File: src/verilog/bss_regs.svh
`ifndef BSS_REGS_SVH
`define BSS_REGS_SVH

// register byte addresses
`define BSS_ADDR_W           12
`define BSS_ADDR_STATUS      12'h000
`define BSS_ADDR_PADSEL2     12'h004
`define BSS_ADDR_BOOTCTRL    12'h008

// status register fields
`define BSS_ST_BOOT_LSB      0
`define BSS_ST_BOOT_MSB      1
`define BSS_ST_ASYNC_LSB     2
`define BSS_ST_ASYNC_MSB     5
`define BSS_ST_CAPTURED      8

// pad function select two fields
`define BSS_PS_UPPER_DATA    0
`define BSS_PS_BANK0_LSB     1
`define BSS_PS_BANK0_MSB     2
`define BSS_PS_LOW_ADDR      3
`define BSS_PS_UPPER_ADDR    4
`define BSS_PS_RESET         5'h00

// boot control fields
`define BSS_BC_LED_ON        0
`define BSS_BC_BOOT_DONE     1
`define BSS_BC_RESET         2'h0

// strap field positions
`define BSS_AC_WIDTH         3
`define BSS_AC_BANK0_LSB     1
`define BSS_AC_BANK0_MSB     2
`define BSS_AC_ADDRW         0

// boot method codes; every code boots from the on-chip ROM
`define BSS_BOOT_NAND        2'h0
`define BSS_BOOT_CARD        2'h1
`define BSS_BOOT_USB         2'h2
`define BSS_BOOT_UART        2'h3
`define BSS_ROM_MODE_MASK    4'hF

`define BSS_DATA_ZERO        32'h00000000

`endif

File: src/verilog/bss_pkg.sv
`default_nettype none
`include "bss_regs.svh"

package bss_pkg;

  typedef enum logic [1:0] {
    BOOT_NAND = `BSS_BOOT_NAND,
    BOOT_CARD = `BSS_BOOT_CARD,
    BOOT_USB  = `BSS_BOOT_USB,
    BOOT_UART = `BSS_BOOT_UART
  } bss_boot_e;

  typedef enum logic [1:0] {
    PH_CAPTURE = 2'b01,
    PH_HELD    = 2'b10
  } bss_phase_e;

  typedef struct packed {
    logic [1:0] bootMethod;
    logic [3:0] asyncCfg;
  } bss_strap_s;

  typedef struct packed {
    logic       upperAddr;
    logic       lowAddrBankOne;
    logic [1:0] bankAddrZero;
    logic       upperDataByte;
  } bss_pinmux_s;

endpackage

`default_nettype wire

File: src/verilog/bss_boot_strap_sampler.sv
// Operation
// - the two boot method straps are sampled at power-on reset and pick the boot method.
// - in ROM boot modes the upper boot strap pin then drives an active-low boot status light.
// - the four async port straps are sampled at power-on reset to set the port's reset setup.
// - async strap bit 3 sets the default of the upper data byte field, 16 or 8 bit width.
// - async strap bits 2:1 set the default function of the bank address zero pin.
// - async strap bit 0 sets the defaults of both address width fields.
// - during a card boot serial port one select zero is driven low as card power control.
//
// Implementation choices: the address map and register access over APB.
`timescale 1ns/1ps
`default_nettype none
`include "bss_regs.svh"

module bss_boot_strap_sampler (
  // clock and reset
  input  wire logic                   mclk,
  input  wire logic                   rst,
  // apb slave
  input  wire logic                   psel,
  input  wire logic                   penable,
  input  wire logic                   pwrite,
  input  wire logic [`BSS_ADDR_W-1:0] paddr,
  input  wire logic [31:0]            pwdata,
  output var  logic                   pready,
  output var  logic [31:0]            prdata,
  output var  logic                   pslverr,
  // strap pins
  input  wire logic [1:0]             bootMethodStrap,
  input  wire logic [3:0]             asyncPortConfigStrap,
  // captured values
  output var  logic [1:0]             bootMethod,
  output var  logic [3:0]             asyncPortConfig,
  output var  logic                   strapCaptured,
  output var  bss_pkg::bss_pinmux_s   padFunctionSelectTwo,
  // boot status light on the upper boot strap pin
  output var  logic                   bootLedOut,
  output var  logic                   bootLedOe,
  // serial one select zero, card power
  output var  logic                   serial1SelectZeroOut,
  output var  logic                   serial1SelectZeroOe
);

  bss_pkg::bss_strap_s strapPins;
  bss_pkg::bss_strap_s strapHeld;
  logic [1:0]          bootCtrl_reg;
  logic                apbAccess;
  logic                apbCommit;
  logic                romMode;
  logic                cardBoot;
  logic                bootActive;
  logic [31:0]         readData;
  logic                addrHit;
  logic [3:0]          romMask;

  // one driver for the whole struct; field order matches the struct
  assign strapPins = {bootMethodStrap, asyncPortConfigStrap};

  bss_strap_latch u_latch (
    .mclk      (mclk),
    .rst       (rst),
    .strapIn   (strapPins),
    .strapHeld (strapHeld),
    .captured  (strapCaptured)
  );

  assign bootMethod      = strapHeld.bootMethod;
  assign asyncPortConfig = strapHeld.asyncCfg;

  // one bit per boot code, so a later non-ROM code only clears its own bit
  assign romMask    = `BSS_ROM_MODE_MASK;
  assign romMode    = romMask[strapHeld.bootMethod];
  assign cardBoot   = strapHeld.bootMethod == `BSS_BOOT_CARD;
  assign bootActive = strapCaptured && !bootCtrl_reg[`BSS_BC_BOOT_DONE];

  // one wait state: pready rises the cycle after the access phase opens
  assign apbAccess = psel && penable && !pready;
  assign apbCommit = psel && penable && pready;

  always_comb begin
    readData = `BSS_DATA_ZERO;
    addrHit  = 1'b1;
    unique case (paddr)
      `BSS_ADDR_STATUS: begin
        readData[`BSS_ST_BOOT_MSB:`BSS_ST_BOOT_LSB]   = strapHeld.bootMethod;
        readData[`BSS_ST_ASYNC_MSB:`BSS_ST_ASYNC_LSB] = strapHeld.asyncCfg;
        readData[`BSS_ST_CAPTURED]                    = strapCaptured;
      end
      `BSS_ADDR_PADSEL2: begin
        readData[`BSS_PS_UPPER_ADDR:`BSS_PS_UPPER_DATA] = padFunctionSelectTwo;
      end
      `BSS_ADDR_BOOTCTRL: begin
        readData[`BSS_BC_BOOT_DONE:`BSS_BC_LED_ON] = bootCtrl_reg;
      end
      default: begin
        addrHit = 1'b0;
      end
    endcase
  end

  always_ff @(posedge mclk or posedge rst) begin
    if (rst) begin
      pready  <= 1'b0;
      prdata  <= `BSS_DATA_ZERO;
      pslverr <= 1'b0;
    end else begin
      pready  <= apbAccess;
      prdata  <= (apbAccess && !pwrite) ? readData : `BSS_DATA_ZERO;
      pslverr <= apbAccess && !addrHit;
    end
  end

  // pad select defaults come from the straps; software may override later
  always_ff @(posedge mclk or posedge rst) begin
    if (rst) begin
      padFunctionSelectTwo <= `BSS_PS_RESET;
    end else if (!strapCaptured) begin
      padFunctionSelectTwo.upperDataByte  <= asyncPortConfigStrap[`BSS_AC_WIDTH];
      padFunctionSelectTwo.bankAddrZero   <=
        asyncPortConfigStrap[`BSS_AC_BANK0_MSB:`BSS_AC_BANK0_LSB];
      padFunctionSelectTwo.lowAddrBankOne <= asyncPortConfigStrap[`BSS_AC_ADDRW];
      padFunctionSelectTwo.upperAddr      <= asyncPortConfigStrap[`BSS_AC_ADDRW];
    end else if (apbCommit && pwrite && paddr == `BSS_ADDR_PADSEL2) begin
      padFunctionSelectTwo <= pwdata[`BSS_PS_UPPER_ADDR:`BSS_PS_UPPER_DATA];
    end
  end

  always_ff @(posedge mclk or posedge rst) begin
    if (rst) begin
      bootCtrl_reg <= `BSS_BC_RESET;
    end else if (apbCommit && pwrite && paddr == `BSS_ADDR_BOOTCTRL) begin
      // boot done is sticky: once the pins are handed back they stay so
      bootCtrl_reg[`BSS_BC_LED_ON]    <= pwdata[`BSS_BC_LED_ON];
      bootCtrl_reg[`BSS_BC_BOOT_DONE] <= pwdata[`BSS_BC_BOOT_DONE]
                                         || bootCtrl_reg[`BSS_BC_BOOT_DONE];
    end
  end

  always_ff @(posedge mclk or posedge rst) begin
    if (rst) begin
      bootLedOut <= 1'b1;
      bootLedOe  <= 1'b0;
    end else begin
      bootLedOe  <= bootActive && romMode;
      bootLedOut <= !(bootActive && romMode && bootCtrl_reg[`BSS_BC_LED_ON]);
    end
  end

  always_ff @(posedge mclk or posedge rst) begin
    if (rst) begin
      serial1SelectZeroOut <= 1'b1;
      serial1SelectZeroOe  <= 1'b0;
    end else begin
      serial1SelectZeroOe  <= bootActive && cardBoot;
      serial1SelectZeroOut <= !(bootActive && cardBoot);
    end
  end
endmodule

`default_nettype wire

File: src/verilog/bss_strap_latch.sv
`timescale 1ns/1ps
`default_nettype none

module bss_strap_latch (
  // clock and reset
  input  wire logic            mclk,
  input  wire logic            rst,
  // strap pins
  input  wire bss_pkg::bss_strap_s strapIn,
  // held values
  output var  bss_pkg::bss_strap_s strapHeld,
  output var  logic            captured
);

  bss_pkg::bss_phase_e phase_reg;

  // straps are taken on the first edge after release, since an async
  // reset may only load constants
  always_ff @(posedge mclk or posedge rst) begin
    if (rst) begin
      phase_reg <= bss_pkg::PH_CAPTURE;
    end else begin
      unique case (phase_reg)
        bss_pkg::PH_CAPTURE: begin
          phase_reg <= bss_pkg::PH_HELD;
        end
        bss_pkg::PH_HELD: begin
          phase_reg <= bss_pkg::PH_HELD;
        end
        default: begin
          phase_reg <= bss_pkg::PH_CAPTURE;
        end
      endcase
    end
  end

  always_ff @(posedge mclk or posedge rst) begin
    if (rst) begin
      strapHeld <= '0;
      captured  <= 1'b0;
    end else if (phase_reg == bss_pkg::PH_CAPTURE) begin
      strapHeld <= strapIn;
      captured  <= 1'b1;
    end
  end

endmodule

`default_nettype wire
File: config.mk
export PLATFORM = sky130hd
export DESIGN_NAME = bss_boot_strap_sampler
export DESIGN_NICKNAME = d
export VERILOG_FILES = /design/src/verilog/bss_pkg.sv /design/src/verilog/bss_boot_strap_sampler.sv /design/src/verilog/bss_strap_latch.sv
export VERILOG_INCLUDE_DIRS = /design/src /design/src/verilog
export SDC_FILE = /design/constraint.sdc
export NUM_CORES = 1
export LEC_CHECK = 0
export ABC_CLOCK_PERIOD_IN_PS = 2500
export BUFFER_PORTS_ARGS = -buffer_cell sky130_fd_sc_hd__buf_2
export CORE_UTILIZATION = 40
export DETAILED_ROUTE_END_ITERATION = 7
export PLACE_DENSITY = 0.91
export SLEW_MARGIN = 20
export SYNTH_ARGS = -nofsm -noshare
export SYNTH_HDL_FRONTEND = slang
export SYNTH_SLANG_ARGS = --single-unit
File: constraint.sdc
create_clock -name mclk -period 2.5 [get_ports mclk]
set_input_delay 0.25 -clock mclk [delete_from_list [all_inputs] [get_ports mclk]]
set_output_delay 0.25 -clock mclk [all_outputs]
set_load 0.02 [all_outputs]
# ---- Word-level counts from Yosys, hierarchy flattened
# Index checks and enable logic that the tools add are counted.
dict set report word_totals {
  regBits 31
  input_bits 55
  out_inout_bits 50
  word_cells 56
}
dict set report op_classes {
  order_cmp 1
  n_eq_ne 6
  n_mux 11
  n_reduce_logical 22
}
# operator n
set op_table {}
lappend op_table {{12-bit by 3-bit == test with 1-bit output (second input constant)} 1}
lappend op_table {{12-bit by 4-bit == test with 1-bit output (second input constant)} 1}
lappend op_table {{1-bit logical AND} 12}
lappend op_table {{12-bit zero test} 1}
lappend op_table {{5-bit 2-to-1 mux} 2}
lappend op_table {{9-bit 2-to-1 mux} 1}
lappend op_table {{1-bit zero test} 6}
lappend op_table {{2-bit one-hot mux with 3 select lines} 1}
lappend op_table {{3-bit one-hot mux with 2 select lines} 1}
lappend op_table {{2-bit by 1-bit == test with 1-bit output (second input constant)} 2}
lappend op_table {{1-bit 2-to-1 mux} 4}
lappend op_table {{2-bit by 3-bit < comparator with 1-bit output (second input constant)} 1}
lappend op_table {{3-bit OR reduction} 1}
lappend op_table {{1-bit binary-select mux with 2-bit select} 1}
lappend op_table {{2-bit == test (second input constant)} 1}
lappend op_table {{2-bit 2-to-1 mux} 1}
lappend op_table {{2-bit inequality test (second input constant)} 1}
lappend op_table {{2-bit OR reduction} 1}
lappend op_table {{1-bit logical OR} 1}

# ---- Longest topological paths before layout
dict set report logic_depth {
  ltp_word 6
  mapped_depth 5
}

# ---- By module
# Synthesis repeated with hierarchy kept, for this count alone.
dict set report unflattened {
  cells_unflattened 131
  area_unflattened_um2 1505.2
}
# mod instances cells_each area_per_inst_um2 seq_area_each_um2
set by_module_without_submodules {}
lappend by_module_without_submodules {bss_boot_strap_sampler 1 110 1147.4 503.0}
lappend by_module_without_submodules {bss_strap_latch 1 21 357.8 226.5}

# ---- Worst setup path after synthesis
# Ideal clock, no wire load.
dict set report synth_timing {
  path_type {input to register}
  startpoint {in paddr[7]}
  endpoint {reg padFunctionSelectTwo[0] in the netlist's numbering}
  t_arrival_ps 1640
  required_time_ps 2375
  path_slack_ps 735
  stages 3
  n_path_buf 0
  cell_sequence {or4_4 > o41ai_4 > mux2_2}
}
dict set report synth_via {
  elab_chain_cells 3
}
# item line
set synth_rtl {}
lappend synth_rtl {{start: declaration} bss_boot_strap_sampler.sv:23} ;# input wire logic [`BSS_ADDR_W-1:0] paddr,
lappend synth_rtl {{12-bit by 3-bit == test with 1-bit output} n/a}
lappend synth_rtl {{1-bit logical AND (no source line)} n/a}
lappend synth_rtl {{2-bit inequality test (no source line)} n/a}
lappend synth_rtl {{end signal: assignment} bss_boot_strap_sampler.sv:116} ;# padFunctionSelectTwo <= `BSS_PS_RESET;
lappend synth_rtl {{end signal: assignment} bss_boot_strap_sampler.sv:124} ;# padFunctionSelectTwo <= pwdata[`BSS_PS_UPPER_ADDR:`BSS_PS_UPPER_DATA];
lappend synth_rtl {{end: declaration} bss_boot_strap_sampler.sv:35} ;# output var bss_pkg::bss_pinmux_s padFunctionSelectTwo,
# Every way passes these cells.
# A chain may end at the register's enable or synchronous reset.

# ---- Worst setup path in the final report
dict set report layout_timing {
  startpoint {in paddr[7]}
  endpoint {reg padFunctionSelectTwo[4] in the netlist's numbering}
}
# The elaborated chain is that of the path after synthesis.

==> reports/results.txt <==
status: finished clean
Critical Path Slowest Stage Cell: o41ai_4
wire length per cell: 11.26 microns
Max-Slew Margin vs Limit: 0.6644
Largest Register: prdata
I/O Buffers: 52
worst path bufs/invs: 1
Cells after Synth: 121
H-tree depth: 2
total gr overflow: 0
RSZ-0062 raised after global routing: no
endpoint class of the critical path: flop
GP Congestion: 0.7205
Syn Area/Cell: 11.76 sq um
RR Endpoint: padFunctionSelectTwo[4]$_DFFE_PP0P_
gr usage total: 0.1524
max reg flops: 7
kind of critical path: in -> reg
setup TNS: 0 ns
Final Hold Vio Count: 0
final setup margin: 0.8343 ns
leakage power: 0.9384 nW
CTS Sinks: 29
net load switching power: 0.2512 mW
Max clock buf depth: 2
fin. max-slew vios: 0
Req. time, crit path: 2.72 ns
VDD IR-drop max: 314.2 uV
share of the yosys chip area belonging to registers: 0.5128
cell row count: 21
Synth Warn #: 0
CP arrival: 1.88 ns
Crit path largest cell delay: 0.58 ns
routed wl met3: 241 microns
worst skew pair latency: 0.32 ns
r2r worst-path depth: 3
#FFs+latches synth: 29
Yosys cell types: 25
layout net count: 234
DRC Markers: 0
cells along the critical path: buf_2, or4_4, o41ai_4, mux2_2
pre-CTS WS: 0.4740 ns
family with the most delay on the worst path: compound AO/OA/AOI/OAI gates
Final period util: 0.6663
# IOs: 105
CTS resizes: 0
flop-to-flop setup slack: 0.92 ns
DRT met1 WL: 1.038 mm
Critical Path Start Type: primary input
Worst Max-Slew Pin Slew: 0.5018 ns
maxcap violations: 0
First-pass DRT Iterations: 3
pwr dens: 546.1 mW/mm^2
endpoints failing setup: 0
switching share of power: 0.2675
Min-Delay Endpoint: u_latch.strapHeld[5]$_DFFE_PP0N_
largest net degree at the start of global routing: 30
Starting Density: 0.4230
vias per cell: 4.280
Hold Path Depth: 2
die footprint: 0.003799 sq mm
area of the core: 0.003363 sq mm
first-pass GRT wire length: 4.002 mm
biggest regs: prdata: 7 flops, u_latch.strapHeld: 6 flops, padFunctionSelectTwo: 5 flops
minimum clock period: 1.666 ns
Clock Tree Root: clkbuf_4
post-route ant nets: 0
reg2reg start: pready$_DFF_PP0_
DR iter-0 viols: 21
clock power share: 0.341
DIE HEIGHT: 61.64 microns
CP max FO: 5
antenna violations before repair: 0
dpl hpwl: 1.917 mm
Flop pwr share: 0.522
Worst-path clk slew: 0.09 ns
n_diodes: 0
Combinational Power Share: 0.136
synthesized area: 0.001423 sq mm
highest routed layer: met4
layout cells sized above 1: 0.4804
Die W: 61.64 microns
met2 routed WL: 1.230 mm
cts bufs inserted: 5
P_int: 0.6877 mW
CTS tree: yes
Max Clock Skew: 0.004226 ns
routed vias: 963
synthesis-to-finish area growth: 20.84%
vias in the first global route: 879
HP Start: bootMethodStrap[1]
Max Fclk: 0.6004 GHz
Routed WL: 2.533 mm
Hold Path Class: in -> reg
## Yosys cell counts, drive strengths merged
cell	number	share of area
a211oi	1	0.0053
a21o	1	0.0053
a21oi	2	0.0070
buf	25	0.13
clkbuf	3	0.0079
conb	1	0.0026
dfrtp	26	0.46
dfstp	3	0.055
ha	1	0.0088
inv	5	0.013
mux2	15	0.12
mux2i	5	0.035
nand2	6	0.016
nand2b	3	0.013
nand3b	2	0.011
nand4	1	0.0044
nor2	9	0.024
nor2b	2	0.0088
nor3b	2	0.018
nor4	2	0.0088
o41ai	1	0.019
or2	2	0.0088
or3	2	0.012
or4	1	0.0079
## layer usage
layer  track usage  vias up
li1              -      470
met1        0.1875      446
met2        0.2396       43
met3       0.06933        4
met4       0.04762        0
met5             0        -
## power by group through the flow
stage	logic [mW]	registers, mW	clock network [mW]
3_5_place_dp	0.128	0.500	0
2_1_floorplan	0.0979	0.514	0
4_1_cts	0.129	0.491	0.334
6_report	0.128	0.490	0.321
3_3_place_gp	0.125	0.499	0
5_1_grt	0.144	0.493	0.357
## layout by cell type, fill, tap and decap left out
| cell type | n |
|---|---|
| or3_1 | 1 |
| mux2_2 | 15 |
| nor3b_2 | 2 |
| ha_1 | 1 |
| clkinv_2 | 1 |
| nor2_1 | 9 |
| dlygate4sd3_1 | 1 |
| a21o_1 | 1 |
| nand2_1 | 6 |
| or3_4 | 1 |
| o41ai_4 | 1 |
| nor2b_1 | 2 |
| dfrtp_1 | 26 |
| buf_4 | 1 |
| inv_1 | 5 |
| nor4_1 | 2 |
| a211oi_1 | 1 |
| conb_1 | 25 |
| nand2b_1 | 3 |
| nand3b_1 | 2 |
| dfstp_2 | 3 |
| mux2i_1 | 5 |
| nand4_1 | 1 |
| clkbuf_8 | 2 |
| buf_2 | 52 |
| or2_2 | 2 |
| or4_4 | 1 |
| a21oi_1 | 2 |
| clkbuf_4 | 5 |
## timing repair
action,in CTS,in global routing
hold endpoints to repair,26,0
buffers inserted,0,0
hold buffers,1,0
## through the flow
stage	instance area [sq um]	instances	total power [mW]	hold slack (ns)	util
final	1719	225	0.9389	0.1552	0.5112
after CTS	1719	225	0.9534	0.1372	0.5112
after global placement	1639	216	0.6245	0.3310	0.4874
after global routing	1719	225	0.9930	0.1387	0.5112
after floorplan	1513	145	0.6123	0.3259	-
after detailed placement	1639	216	0.6272	0.3428	0.4874
## kinds of logic (layout without fill, tap and decap cells)
group | Yosys count | after routing | synth area share
buf+inv | 33 | 67 | 0.1530
simple gates | 32 | 32 | 0.1319
flops | 29 | 29 | 0.5128
mux | 20 | 20 | 0.1539
compound gates | 5 | 5 | 0.03695
fa+ha+maj | 1 | 1 | 0.008794
other cells | 1 | 25 | 0.002636
## worst max path at each step
stage	depth (start not counted)	from	slack [ns]	endpoint
after global placement	4	paddr[7]	0.49	padFunctionSelectTwo[2]$_DFFE_PP0P_
after floorplan	3	paddr[7]	0.73	padFunctionSelectTwo[0]$_DFFE_PP0P_
after global routing	4	paddr[7]	0.83	padFunctionSelectTwo[4]$_DFFE_PP0P_
final	4	paddr[7]	0.83	padFunctionSelectTwo[4]$_DFFE_PP0P_
after detailed placement	4	paddr[7]	0.47	padFunctionSelectTwo[2]$_DFFE_PP0P_
after CTS	4	paddr[7]	0.84	padFunctionSelectTwo[4]$_DFFE_PP0P_
## final cells by class
class | instances | area [sq um]
Clock buffer | 7 | 65.06
Clock inverter | 1 | 5.005
Fill cell | 353 | 1644
Inverter | 5 | 18.77
Multi-Input combinational cell | 83 | 565.5
Sequential cell | 29 | 729.5
Tap cell | 46 | 57.56
Timing Repair Buffer | 54 | 277.8
Power figures use the tool's default switching activity.
